[src/include/adc_seq_pkg.sv]
// Package: register map, field positions and timing constants of the converter control
package adc_seq_pkg;
  localparam int         ADDR_W          = 12;
  // Register byte addresses
  localparam logic [11:0] OFS_CTRL_STATUS = 12'h000;
  localparam logic [11:0] OFS_INPUT_SEL   = 12'h004;
  localparam logic [11:0] OFS_TRIG_SEL    = 12'h008;
  localparam logic [11:0] OFS_RESULT_LOW  = 12'h00c;
  localparam logic [11:0] OFS_RESULT_HIGH = 12'h010;
  localparam logic [11:0] OFS_EVT_STATUS  = 12'h014;
  localparam logic [11:0] OFS_EVT_MASK    = 12'h018;
  localparam logic [11:0] OFS_IRQ_ACK     = 12'h01c;
  // Control and status register fields
  localparam int BIT_ENABLE   = 7;
  localparam int BIT_START    = 6;
  localparam int BIT_AUTO     = 5;
  localparam int BIT_DONE     = 4;
  localparam int BIT_IRQ_EN   = 3;
  localparam int PRESC_MSB    = 2;
  localparam int PRESC_W      = 3;
  localparam int SEL_W        = 5;
  localparam int TRIG_W       = 3;
  localparam int RES_W        = 10;
  localparam logic [7:0] CTRL_RESET = 8'h00;
  // Event status bits
  localparam int EVT_DONE     = 0;
  localparam int EVT_OVERRUN  = 1;
  localparam int EVT_W        = 2;
  // Conversion lengths in ADC clock cycles
  localparam logic [4:0] CONV_FIRST_CYC  = 5'h19;
  localparam logic [4:0] CONV_NORMAL_CYC = 5'h0d;
  localparam logic [2:0] TRIG_FREE_RUN   = 3'h0;
  localparam logic [4:0] SEL_RESERVED    = 5'h0f;
  localparam int DIV_W = 7;
  typedef enum logic [1:0] {conv_idle, conv_run} conv_state_t;
endpackage

[src/rtl/adc_clock_divider.sv]
// ADC clock enable generator selected by the prescale code
`timescale 1ns/100ps
module adc_clock_divider
  import adc_seq_pkg::*;
(
  input  wire logic               pclk,
  input  wire logic               presetn,
  input  wire logic               run,
  input  wire logic [PRESC_W-1:0] clock_prescale_select,
  output logic                    adc_tick
);
  logic [DIV_W-1:0] count_ff;
  logic [DIV_W-1:0] limit;

  // Codes 0 and 1 both divide by two
  always_comb begin
    if (clock_prescale_select == 3'h0) begin
      limit = 7'h01;
    end else begin
      limit = DIV_W'((8'h01 << clock_prescale_select) - 8'h01);
    end
  end

  always_ff @(posedge pclk or negedge presetn) begin
    if (!presetn) begin
      count_ff <= '0;
    end else if (!run || count_ff >= limit) begin
      count_ff <= '0;
    end else begin
      count_ff <= count_ff + 7'h01;
    end
  end

  assign adc_tick = run && (count_ff >= limit);
endmodule

[src/rtl/adc_sequencing_control.sv]
// Converter sequencing control with APB register access
// Summary of operation
// New input selection made during a conversion takes effect only when it completes.
// Codes 0-10 single-ended pins, then sensor, bandgap, supply/4, ground; 15 reserved.
// Top bit set selects differential pairs; even code gain 8, odd gain 20.
// Enable bit powers converter; clearing it aborts any running conversion.
// Start bit starts one conversion, or first conversion in free-running mode.
// First conversion after enable lasts 25 ADC cycles, later ones 13.
// Start bit reads one while converting; writing zero has no effect.
// Auto trigger starts a conversion on each rising edge of selected source; edges arriving while a conversion runs are ignored.
// Done flag sets when conversion ends and result registers are updated.
// Interrupt requested while flag, interrupt enable and global enable are set.
// Flag cleared by interrupt vector acknowledge or writing one; zero ignored.
// Software read-modify-write of control may clear a pending flag.
// Prescale code divides system clock by 2,2,4,8,16,32,64,128.
// Control and status register resets to all zero.
// Trigger source codes 0 free run, 1-7 the listed peripheral events.
// Source switch from clear to set makes an edge; free run never triggers.
// Reading result low byte freezes result until high byte is read.
// ADC clock edges are counted; result captured at conversion length.
// Free-running mode restarts immediately after each completion while enabled.
`timescale 1ns/100ps
module adc_sequencing_control
  import adc_seq_pkg::*;
(
  input  wire logic              pclk,
  input  wire logic              presetn,
  input  wire logic              psel,
  input  wire logic              penable,
  input  wire logic              pwrite,
  input  wire logic [ADDR_W-1:0] paddr,
  input  wire logic [31:0]       pwdata,
  output logic [31:0]            prdata,
  output logic                   pready,
  output logic                   pslverr,
  input  wire logic              global_irq_enable,
  input  wire logic              irq_vector_ack,
  input  wire logic [6:0]        trigger_sources,
  input  wire logic [RES_W-1:0]  core_result,
  output logic                   core_power,
  output logic                   core_sample,
  output logic [SEL_W-1:0]       core_input_select,
  output logic                   core_differential,
  output logic                   core_gain_20x,
  output logic                   core_channel_valid,
  output logic                   conversion_irq,
  output logic                   irq
);
  logic [7:0]        ctrl_ff;
  logic [SEL_W-1:0]  sel_reg_ff;
  logic [SEL_W-1:0]  sel_live_ff;
  logic [TRIG_W-1:0] trig_sel_ff;
  logic [RES_W-1:0]  result_ff;
  logic              frozen_ff;
  logic              first_ff;
  logic [4:0]        cyc_ff;
  logic [6:0]        trig_s1_ff;
  logic [6:0]        trig_s2_ff;
  logic              trig_level_ff;
  logic [EVT_W-1:0]  evt_ff;
  logic [EVT_W-1:0]  mask_ff;
  logic [31:0]       nxt_prdata;
  logic [31:0]       prdata_ff;
  logic              diff_ff;
  logic              gain_ff;
  logic              valid_ff;
  conv_state_t       state_ff;
  logic              adc_tick;
  logic              wr_en;
  logic              rd_en;
  logic              rd_setup;
  logic              lo_take;
  logic              wr_ctrl;
  logic              start_req;
  logic              conv_done;
  logic              trig_level;
  logic              trig_edge;
  logic              enable;
  logic              busy;
  logic [4:0]        conv_len;

  function automatic logic addr_hit(input logic [ADDR_W-1:0] a);
    addr_hit = (a == OFS_CTRL_STATUS) || (a == OFS_INPUT_SEL) || (a == OFS_TRIG_SEL)
            || (a == OFS_RESULT_LOW) || (a == OFS_RESULT_HIGH) || (a == OFS_EVT_STATUS)
            || (a == OFS_EVT_MASK) || (a == OFS_IRQ_ACK);
  endfunction

  // Access-phase write to one register offset
  function automatic logic wr_to(input logic en, input logic [ADDR_W-1:0] a,
                                 input logic [ADDR_W-1:0] ofs);
    wr_to = en && (a == ofs);
  endfunction

  assign pready  = 1'b1;
  assign pslverr = psel && penable && !addr_hit(paddr);
  assign wr_en   = psel && penable && pwrite;
  assign rd_en   = psel && penable && !pwrite;
  // Read data and the result freeze are taken in the setup phase
  assign rd_setup = psel && !penable && !pwrite;
  assign lo_take  = rd_setup && (paddr == OFS_RESULT_LOW);
  assign wr_ctrl = wr_en && (paddr == OFS_CTRL_STATUS);
  assign enable  = ctrl_ff[BIT_ENABLE];
  assign busy    = (state_ff == conv_run);

  adc_clock_divider u_div (
    .pclk                  (pclk),
    .presetn               (presetn),
    .run                   (enable),
    .clock_prescale_select (ctrl_ff[PRESC_MSB -: PRESC_W]),
    .adc_tick              (adc_tick)
  );

  // Trigger inputs come from other logic: two-stage synchroniser
  always_ff @(posedge pclk or negedge presetn) begin
    if (!presetn) begin
      trig_s1_ff <= '0;
      trig_s2_ff <= '0;
    end else begin
      trig_s1_ff <= trigger_sources;
      trig_s2_ff <= trig_s1_ff;
    end
  end

  // Source 0 is free running and never forms a trigger level
  always_comb begin
    if (trig_sel_ff == TRIG_FREE_RUN) begin
      trig_level = 1'b0;
    end else begin
      trig_level = trig_s2_ff[trig_sel_ff - 3'h1];
    end
  end

  // Level history follows the selected source, so switching from a clear to a set source gives an edge
  always_ff @(posedge pclk or negedge presetn) begin
    if (!presetn) begin
      trig_level_ff <= 1'b0;
    end else begin
      trig_level_ff <= trig_level;
    end
  end

  assign trig_edge = ctrl_ff[BIT_AUTO] && trig_level && !trig_level_ff;

  // Start sources: software write of one with enable set, and auto trigger edge
  always_comb begin
    start_req = 1'b0;
    if (wr_ctrl && pwdata[BIT_ENABLE] && pwdata[BIT_START]) begin
      start_req = 1'b1;
    end
    if (enable && trig_edge) begin
      start_req = 1'b1;
    end
  end

  assign conv_len  = first_ff ? CONV_FIRST_CYC : CONV_NORMAL_CYC;
  assign conv_done = busy && adc_tick && (cyc_ff == conv_len - 5'h01);

  // Conversion sequencer
  always_ff @(posedge pclk or negedge presetn) begin
    if (!presetn) begin
      state_ff <= conv_idle;
      cyc_ff   <= '0;
    end else if (!enable && !(wr_ctrl && pwdata[BIT_ENABLE])) begin
      state_ff <= conv_idle;
      cyc_ff   <= '0;
    end else begin
      unique case (state_ff)
        conv_idle: begin
          cyc_ff <= '0;
          if (start_req) begin
            state_ff <= conv_run;
          end
        end
        conv_run: begin
          if (wr_ctrl && !pwdata[BIT_ENABLE]) begin
            state_ff <= conv_idle;
            cyc_ff   <= '0;
          end else if (conv_done) begin
            cyc_ff <= '0;
            // Free running: auto trigger on with source 0 restarts at once
            if (!(ctrl_ff[BIT_AUTO] && trig_sel_ff == TRIG_FREE_RUN)) begin
              state_ff <= conv_idle;
            end
          end else if (adc_tick) begin
            cyc_ff <= cyc_ff + 5'h01;
          end
        end
      endcase
    end
  end

  // First conversion after enable gets the longer initialisation length
  always_ff @(posedge pclk or negedge presetn) begin
    if (!presetn) begin
      first_ff <= 1'b1;
    end else if (!enable) begin
      first_ff <= 1'b1;
    end else if (conv_done) begin
      first_ff <= 1'b0;
    end
  end

  // Control and status register
  always_ff @(posedge pclk or negedge presetn) begin
    if (!presetn) begin
      ctrl_ff <= CTRL_RESET;
    end else begin
      if (wr_ctrl) begin
        ctrl_ff[BIT_ENABLE]          <= pwdata[BIT_ENABLE];
        ctrl_ff[BIT_AUTO]            <= pwdata[BIT_AUTO];
        ctrl_ff[BIT_IRQ_EN]          <= pwdata[BIT_IRQ_EN];
        ctrl_ff[PRESC_MSB -: PRESC_W] <= pwdata[PRESC_MSB -: PRESC_W];
      end
      ctrl_ff[BIT_START] <= 1'b0;
      // Done flag: hardware set wins over ack or write-one clear
      if (conv_done) begin
        ctrl_ff[BIT_DONE] <= 1'b1;
      end else if (irq_vector_ack || (wr_ctrl && pwdata[BIT_DONE])) begin
        ctrl_ff[BIT_DONE] <= 1'b0;
      end
    end
  end

  // Software copy of the input selection
  always_ff @(posedge pclk or negedge presetn) begin
    if (!presetn) begin
      sel_reg_ff <= '0;
    end else if (wr_to(wr_en, paddr, OFS_INPUT_SEL)) begin
      sel_reg_ff <= pwdata[SEL_W-1:0];
    end
  end

  // Trigger source selection
  always_ff @(posedge pclk or negedge presetn) begin
    if (!presetn) begin
      trig_sel_ff <= '0;
    end else if (wr_to(wr_en, paddr, OFS_TRIG_SEL)) begin
      trig_sel_ff <= pwdata[TRIG_W-1:0];
    end
  end

  // Copy seen by the core, with its decode, moves only between conversions
  always_ff @(posedge pclk or negedge presetn) begin
    if (!presetn) begin
      sel_live_ff <= '0;
      diff_ff     <= 1'b0;
      gain_ff     <= 1'b0;
      valid_ff    <= 1'b1;
    end else if (!busy || conv_done) begin
      sel_live_ff <= sel_reg_ff;
      diff_ff     <= sel_reg_ff[SEL_W-1];
      gain_ff     <= sel_reg_ff[SEL_W-1] && sel_reg_ff[0];
      valid_ff    <= (sel_reg_ff != SEL_RESERVED);
    end
  end

  assign core_input_select  = sel_live_ff;
  assign core_differential  = diff_ff;
  assign core_gain_20x      = gain_ff;
  assign core_channel_valid = valid_ff;
  assign core_power         = enable;
  assign core_sample        = busy;

  // Result register, frozen between low-byte and high-byte reads
  always_ff @(posedge pclk or negedge presetn) begin
    if (!presetn) begin
      result_ff <= '0;
    end else if (conv_done && !frozen_ff && !lo_take) begin
      result_ff <= core_result;
    end
  end

  // Freeze starts when the low byte is captured for the bus
  always_ff @(posedge pclk or negedge presetn) begin
    if (!presetn) begin
      frozen_ff <= 1'b0;
    end else if (lo_take) begin
      frozen_ff <= 1'b1;
    end else if (rd_en && paddr == OFS_RESULT_HIGH) begin
      frozen_ff <= 1'b0;
    end
  end

  // Event mask
  always_ff @(posedge pclk or negedge presetn) begin
    if (!presetn) begin
      mask_ff <= '0;
    end else if (wr_to(wr_en, paddr, OFS_EVT_MASK)) begin
      mask_ff <= pwdata[EVT_W-1:0];
    end
  end

  // Event status: sticky, set wins; a read clears only the bits it reported
  always_ff @(posedge pclk or negedge presetn) begin
    if (!presetn) begin
      evt_ff <= '0;
    end else begin
      for (int i = 0; i < EVT_W; i++) begin
        if (rd_en && paddr == OFS_EVT_STATUS && prdata_ff[i]) begin
          evt_ff[i] <= 1'b0;
        end
      end
      if (conv_done) begin
        evt_ff[EVT_DONE] <= 1'b1;
      end
      if (conv_done && (frozen_ff || lo_take)) begin
        evt_ff[EVT_OVERRUN] <= 1'b1;
      end
    end
  end

  assign conversion_irq = ctrl_ff[BIT_DONE] && ctrl_ff[BIT_IRQ_EN]
                       && global_irq_enable;
  assign irq = |(evt_ff & mask_ff);

  always_comb begin
    nxt_prdata = '0;
    unique case (paddr)
      OFS_CTRL_STATUS: begin
        nxt_prdata[7:0] = ctrl_ff;
        nxt_prdata[BIT_START] = busy;
      end
      OFS_INPUT_SEL:   nxt_prdata[SEL_W-1:0] = sel_reg_ff;
      OFS_TRIG_SEL:    nxt_prdata[TRIG_W-1:0] = trig_sel_ff;
      OFS_RESULT_LOW:  nxt_prdata[7:0] = result_ff[7:0];
      OFS_RESULT_HIGH: nxt_prdata[RES_W-9:0] = result_ff[RES_W-1:8];
      OFS_EVT_STATUS:  nxt_prdata[EVT_W-1:0] = evt_ff;
      OFS_EVT_MASK:    nxt_prdata[EVT_W-1:0] = mask_ff;
      default:         nxt_prdata = '0;
    endcase
  end

  // Read data is taken in the setup phase and stands through the access phase
  always_ff @(posedge pclk or negedge presetn) begin
    if (!presetn) begin
      prdata_ff <= '0;
    end else if (rd_setup) begin
      prdata_ff <= nxt_prdata;
    end
  end

  assign prdata = prdata_ff;
endmodule

[config.mk]
export PLATFORM = sky130hd
export DESIGN_NAME = adc_sequencing_control
export DESIGN_NICKNAME = d
export VERILOG_FILES = /design/src/include/adc_seq_pkg.sv /design/src/rtl/adc_clock_divider.sv /design/src/rtl/adc_sequencing_control.sv
export SDC_FILE = /design/constraint.sdc
export NUM_CORES = 1
export LEC_CHECK = 0
export BUFFER_PORTS_ARGS = -buffer_cell sky130_fd_sc_hd__buf_2
export CORE_MARGIN = 2
export CORE_UTILIZATION = 51
export CTS_CLUSTER_DIAMETER = 200
export CTS_CLUSTER_SIZE = 28
export DETAILED_ROUTE_END_ITERATION = 10
export HOLD_SLACK_MARGIN = 0.15
export PLACE_DENSITY = 0.79
export SYNTH_ARGS = -nofsm -noshare
export SYNTH_HDL_FRONTEND = slang
export SYNTH_SLANG_ARGS = --single-unit
[constraint.sdc]
create_clock -name pclk -period 3 [get_ports pclk]
set_input_delay 0.3 -clock pclk [delete_from_list [all_inputs] [get_ports pclk]]
set_output_delay 0.3 -clock pclk [all_outputs]
set_load 0.01 [all_outputs]
==> out/results.txt, run 1 <==
The residual DRC count is 0, and the proportion of synthesized chip area in sequential cells is 0.497. The logs give 181 for the count of routing violations after the opening detailed-route iteration and 3 for the H-tree level count. The number of flip-flops and latches in the synthesized netlist was 74; the area added between synthesis and finish was 16.5%. The number of antenna cells inserted was 0. Fill cell total of the finished layout: 606. Across all register-to-register paths, the minimum setup slack is 0.36 ns. The detail route stage leaves a number of antenna-violating nets equal to 0. The run gives 0.363 ns as the worst path setup slack after routing. TritonCTS built the clock tree. The die is 89.5 um tall.

Setup violations remaining at the end of the flow were counted as 0. The maximum vdd ir drop was 349 uV; the number of synthesized flops with an enable pin was 0. During synthesis, Yosys emitted a total of 0 warnings. The most critical setup path has its startpoint at ctrl_ff[1].

For the largest clock skew in the final design, the log shows 0.00570 ns. The die outline width is 89.5 um. The maximum number of pins on one net before global-route repair is 41.

The relative max-transition margin was 0.463. Number of global-route vias before repair: 2,649. The vias per cell came out at 5.30.

The critical setup path kind is register to register. The share of the cycle needed by the critical path after routing is 0.879. The mean instance size in the synthesized netlist is 11.1 sq um, and the ratio of total power to cell area is 450 nW/um^2. For the detailed-router iteration count before antenna repair, the log shows 4.

The logs give 0.520 for the initial standard-cell utilization of the core and 114 for the number of I/O pins. Counting cells, the worst reg-to-reg path comes to 7. The main flop type after synthesis is dfrtp_1. The worst setup path is launched from a register.

The worst min-delay path category is input port to register. By area the synthesized netlist is led by dfrtp_1 48%, mux2_2 7.9%, buf_4 5.2%. The number of vias after detailed routing was 2,716; the setup total negative slack was 0 ns. The number of antenna violations at the first check in global routing is 0, and the minimum clock period after layout is 2.64 ns. The logs give 2.10 nW for the static leakage and 0.401 ns for the worst setup slack before clock tree synthesis. Once placement finished, the instance area stood at 4060 sq um. The footprint of the multi-input gates came out at 1680 sq um.

The tools report the sequential cell area in the final layout as 1850 sq um. After floorplanning, the core was divided into 31 placement rows. Summing every instance area after synthesis gives 3730 sq um. Dividing the detail-routed wire length by the instance count gives 15.2 um. The synthesized netlist contains 61 unique library cells. The commonest cells after synthesis are 72 x dfrtp_1, 26 x buf_4, 26 x mux2_2, 26 x nand2_1, 22 x nor2_1. Counting every instance in the synthesized netlist gives 335.

For the count of hold-fix buffers inserted at cts, the log shows 8. The run finished with clean final reports. Endpoint kind of the worst setup timing path: a register. The highest net fanout along the worst path works out to 11. Setup repair after global routing left no endpoint under its margin. The number of pins exceeding their max-slew limit in the final report came out at 0. Top cell type by total area after synthesis: dfrtp_1. Static timing analysis puts the maximum clock frequency at 0.379 GHz.

The number of endpoints with negative hold slack in the final report is 0, and the die footprint is 8010 sq um. At the pin with the least slew margin, the transition time is 0.806 ns. The finished cells cover 4340 sq um. The total grt overflow came out at 0. Area of the core: 7180 sq um. The first global-routing pass estimated 12,600 um of wire. Across the run, the number of max-cap violations was 0. The number of clock buffers added by TritonCTS is 9. The required time of the critical path is 3.24 ns, and the clock slew at the register clock pins of the worst setup and hold paths is 0.08 ns.

The count of buffers inserted at the top-level ports was 64; the setup fix buffers added after clock tree synthesis was 0. Fraction of layout cells with a size suffix above 1: 0.320. The most critical setup path has its endpoint at core_input_select[0]. The root buffer cell chosen for the clock tree is clkbuf_8. Among all cell types in the netlist, the one instantiated most often is dfrtp_1.

The worst register-to-register path begins at ctrl_ff[1]. The number of gates given a new drive strength after cts was 0. The net count of the finished layout is 487. The clock passes through at most 2 buffers. The tools report the clock sink count as 74.

The endpoint identified for the worst register-to-register timing path is core_input_select[0]. The post-synthesis async set-or-reset flop share was 1.00; the final weighted congestion of routability-driven global placement was 0.851. For the data arrival time of the worst path, the log shows 2.87 ns. The global router's overall resource usage came out at 0.213. The source-to-sink clock delay at the later pin of the worst-skew pair came out at 0.34 ns. The tools report the total length of routed wires as 7800 um.

The post-detailed-placement half-perimeter wirelength is 5850 um. Share of the synthesized area in the top cell type: 0.483. Overall power consumption after layout is estimated at 1.95 mW.
cell type report:
| cell class | count | area share |
|---|---|---|
| Timing Repair Buffer | 75 | 0.100 |
| Clock buffer | 9 | 0.0285 |
| Multi-Input combinational cell | 236 | 0.387 |
| Tap cell | 99 | 0.0285 |
| Inverter | 12 | 0.0104 |
| Sequential cell | 74 | 0.427 |
| Clock inverter | 7 | 0.0187 |
worst max-delay path: stages, from the launching register on:
cell	delay, ns
dfrtp_1	0.46
o21ai_0	0.20
ha_1	0.27
a211oi_1	0.23
o21bai_1	0.17
o21ai_1	0.59
o21ai_2	0.27
mux2_2	0.33
logic make-up after synthesis:
logic type / share of synthesized area
and+or+nand+nor: 0.151
DFF: 0.497
AOI/OAI and AO/OA: 0.110
buffers and inverters: 0.0752
muxes: 0.116
adders and majority gates: 0.0369
xor gates and xnor gates: 0.0117
other: 0.00201
state kept, by name, summed over array words and instances (netlist names), 2 cells and up:
signal,cells
core_input_select,5
ctrl_ff,7
cyc_ff,5
evt_ff,2
mask_ff,2
prdata,8
result_ff,10
sel_reg_ff,5
trig_s1_ff,7
trig_s2_ff,7
trig_sel_ff,3
u_div.count_ff,7
where the power goes:
part / total (mW) / leakage [nW] / internal, mW / switching [mW]
sequential: 1.03 / 0.946 / 1.02 / 0.00994
combinational: 0.128 / 1.05 / 0.0515 / 0.0766
clock: 0.799 / 0.101 / 0.397 / 0.402
per-stage QoR:
stage / hold WS (ns) / utilization / std cells
floorplan: 0.00441 / - / 358
global placement: 0.333 / 0.566 / 488
detailed placement: 0.336 / 0.566 / 488
CTS: 0.162 / 0.605 / 512
global route: 0.177 / 0.605 / 512
finish: 0.173 / 0.605 / 512
how the worst min path moves through the flow:
stage	to	cells after the start	start
2_1_floorplan	core_gain_20x	0	presetn
6_report	result_ff[0]	2	core_result[0]
3_3_place_gp	trig_s2_ff[6]	0	trig_s1_ff[6]
4_1_cts	result_ff[0]	2	core_result[0]
3_5_place_dp	trig_s2_ff[4]	0	trig_s1_ff[4]
5_1_grt	result_ff[0]	2	core_result[0]
cell usage in the layout (no fill, tap or decap), types with 2 or more instances in the layout:
cell type and instances:
a21oi_1 18, a211oi_1 2, a22oi_1 2, xor2_1 2, xnor2_1 3, or4b_2 2, or3_1 2, mux2_2 26
mux4_2 3, dfstp_2 2, a32o_1 2, nand4_1 3, inv_1 12, o21bai_1 2, nor3_2 3, nand3_1 10
a31oi_1 3, a21o_1 2, a221oi_1 2, conb_1 25, a22o_1 3, and3_1 4, or4_4 3, buf_2 64
inv_6 4, buf_4 2, and2_1 3, ha_1 11, dfrtp_1 72, o21ai_0 14, nor4_1 2, nand2_1 26
dlygate4sd3_1 8, clkbuf_8 9, nor2_1 22, nor3b_1 2, mux2i_1 6, nor2b_1 3
routing by layer:
| metal | part of all wire | track usage | wire (um) | vias to the layer above |
|---|---|---|---|---|
| met1 | 0.43 | 0.272 | 3360 | 1319 |
| met4 | 0.014 | 0.111 | 106 | 0 |
| met3 | 0.058 | 0.0443 | 451 | 10 |
| li1 | - | - | - | 1291 |
| met5 | 0 | 0 | 0 | - |
| met2 | 0.50 | 0.343 | 3880 | 96 |
Note: power is estimated with default switching activity, not from simulation.
==> run 2: changes to the inputs <==
- CORE_ASPECT_RATIO: unset -> 1.5
==> run 2 against run 1 <==
Net effect:
- register-to-register slack got worse by 0.04 ns
- final cell count grew 0.20%
- clock power shrank 2%
- critical path type unchanged
- largest power group unchanged
- highest routed layer unchanged
==> out/results.txt, run 2 (synthesis gave the netlist of run 1 again) <==
The switching power share of the total is 0.237 (was 0.250). TritonCTS built the clock tree. The logs give 0 (unchanged) for the post-detailed-route count of antenna-violating nets and 0.403 (was 0.409) for the clock network power share.

The run gives 8030 sq um (was 8010 sq um) as the die footprint. Area of the core: 7180 sq um (about the same). The tools report the count of max-cap constraint violations as 0 (unchanged). The clock slew at the register clock pins of the worst setup and hold paths was 0.08 ns (about the same). The tools report the number of endpoints with negative hold slack in the final report as 0 (unchanged).

The count of hold-fix buffers inserted at cts was 9 (was 8); the required time of the critical path was 3.24 ns (about the same). The ratio of total power to cell area was 445 nW/um^2 (was 450 nW/um^2). The maximum number of pins on one net before global-route repair was 39 (was 41). The run finished with clean final reports. The maximum clock insertion buffer count was 2 (unchanged); the relative max-transition margin was 0.458 (was 0.463).

For the net load switching power, the log shows 0.458 mW (was 0.488 mW). The beginning of the critical path is ctrl_ff[1] (unchanged). The fraction of layout cells with a size suffix above 1 works out to 0.317 (was 0.320). The startpoint kind of the worst setup timing path was a register (unchanged). The final weighted congestion of routability-driven global placement was 0.819 (was 0.851).

Worst hold path startpoint: core_result[7] (was core_result[0]). The leading cell type in the layout, fill and taps excluded is dfrtp_1 (unchanged). The source-to-sink clock delay at the later pin of the worst-skew pair is 0.36 ns (was 0.34 ns), and the largest clock skew in the final design is 0.0107 ns (was 0.00570 ns). The logs give 513 (was 512) for the final instance count without filler cells and 0 (unchanged) for the number of antenna cells inserted. The register with the highest flop count is result_ff (unchanged).

The run gives 0.530 (was 0.525) as the sequential fraction of design power. The worst setup slack before clock tree synthesis was 0.364 ns (was 0.401 ns); the maximum vdd ir drop was 390 uV (was 349 uV). The number of global-route vias before repair was 2,853 (was 2,649).

The TritonCTS buffer count was 9 (unchanged); the setup total negative slack was 0 ns (unchanged). The total length of routed wires was 7780 um (was 7800 um); the cell total after placement was 488 (unchanged). The upper clock frequency limit is 0.374 GHz (was 0.379 GHz). For the number of I/O pins, the log shows 114 (unchanged). The count of buffers inserted at the top-level ports was 64 (unchanged); the routed wire length per instance was 15.2 um (about the same). The wire length of the first global-routing pass was 12,900 um (was 12,600 um). The worst min-delay path category was input port to register (unchanged).

The logs give 0 (unchanged) for the number of gates given a new drive strength after cts and 0.323 ns (was 0.363 ns) for the worst path setup slack after routing. The start of the worst register-to-register path is ctrl_ff[1] (unchanged). The residual DRC count is 0 (unchanged). The combinational share of power came out at 0.066 (about the same). Setup repair after global routing left no endpoint under its margin.

The global router's overall resource usage was 0.214 (was 0.213); the die extent in y was 109 um (was 89.5 um). Cells traversed along the worst timing path: o21ai_0 -> ha_1 -> a211oi_1 -> o21bai_1 -> o21ai_1 -> o21ai_2 -> mux2_2 (unchanged). The master of the slowest instance on the critical path was o21ai_1 (unchanged).

The endpoint kind of the worst setup timing path is a register (unchanged). The setup fix buffers added after clock tree synthesis came out at 0 (unchanged). The static leakage came out at 2.10 nW (about the same).

Number of vias after detailed routing: 2,738 (was 2,716). The area added between synthesis and finish was 16.5% (about the same); the highest net fanout along the worst path was 11 (unchanged). The number of pins exceeding their max-slew limit in the final report was 0 (unchanged); the post-detailed-placement half-perimeter wirelength was 5920 um (was 5850 um). The total grt overflow was 0 (unchanged). The data arrival time of the worst path came out at 2.91 ns (was 2.87 ns). The final core utilization came out at 0.605 (about the same). Transition time at the pin with the least slew margin: 0.813 ns (was 0.806 ns).

The cell at the root of the clock tree was clkbuf_8 (unchanged). The cell row count was 38 (was 31). The run gives 3 (unchanged) as the H-tree level count. For the number of antenna violations at the first check in global routing, the log shows 0 (unchanged). The number of flip-flops under the largest register name works out to 10 (unchanged). The worst hold-check slack is 0.171 ns (was 0.173 ns), and the clock sink count is 74 (unchanged). The critical setup path kind was register to register (unchanged). The number of buffers and inverters on the critical path was 0 (unchanged).

Leading cell types in the layout, fill and taps excluded: 72 x dfrtp_1, 64 x buf_2, 26 x nand2_1, 26 x mux2_2, 25 x conb_1 (unchanged). Vias per cell: 5.34 (was 5.30). The run gives 0.519 (was 0.520) as the initial standard-cell utilization of the core. The tools report the post-layout net count as 487 (unchanged). The tools report the total setup violations reported at the end of the flow as 0 (unchanged). The share of the cycle needed by the critical path after routing came out at 0.892 (was 0.879). The count of routing violations after the opening detailed-route iteration was 192 (was 181).

For the detailed-router iteration count before antenna repair, the log shows 4 (unchanged). Die outline width: 73.8 um (was 89.5 um). The minimum clock period after layout was 2.68 ns (was 2.64 ns); the internal power was 1.48 mW (was 1.46 mW). Kind of cell with the highest combined delay on the critical path: compound AO/OA/AOI/OAI gates (unchanged). The largest stage delay on the critical path was 0.57 ns (was 0.59 ns).
-- run 2: layout make-up --
| class | count | area [sq um] |
|---|---|---|
| well taps | 100 | 125 |
| inverters | 12 | 45.0 |
| fillers | 591 | 2830 |
| clock buffers | 10 | 138 |
| clock inverters | 6 | 65.1 |
| multi-input cells | 236 | 1680 |
| repair buffers | 75 | 438 |
| flip-flops and latches | 74 | 1850 |
-- run 2: worst register-to-register path: stages, from the launching register on --
cell and delay, ns:
dfrtp_1 0.46, o21ai_0 0.19, ha_1 0.27, a211oi_1 0.25, o21bai_1 0.18, o21ai_1 0.57
o21ai_2 0.29, mux2_2 0.34
-- run 2: power by group through the flow --
stage	Clock (mW)	Combinational, mW	Sequential [mW]
after floorplan	0	0.0778	1.04
after global placement	0	0.117	1.04
after detailed placement	0	0.120	1.05
after CTS	0.803	0.129	1.03
after global routing	0.838	0.143	1.03
final	0.780	0.128	1.03
-- run 2: worst paths after layout --
path / to / slack, ns / cells after the start
worst max-delay path: core_input_select[4] / 0.32 / 7
worst min-delay path: result_ff[7] / 0.17 / 2
worst max register to register: core_input_select[4] / 0.32 / 7
worst min register to register: trig_s2_ff[2] / 0.35 / 0
max in group asynchronous: core_channel_valid / 1.68 / 3
min in group asynchronous: prdata[5] / 0.57 / 2
-- run 2: metal layers --
| metal | GRT usage | routed length (um) |
|---|---|---|
| met1 | 0.237 | 2940 |
| met2 | 0.374 | 4210 |
| met5 | 0 | 0 |
| met4 | 0.104 | 217 |
| met3 | 0.0536 | 415 |
-- run 2: metrics by stage --
stage / total power, mW / cell area (sq um)
5_1_grt: 2.01 / 4350
3_5_place_dp: 1.17 / 4050
3_3_place_gp: 1.16 / 4050
2_1_floorplan: 1.12 / 3810
4_1_cts: 1.96 / 4350
6_report: 1.93 / 4350
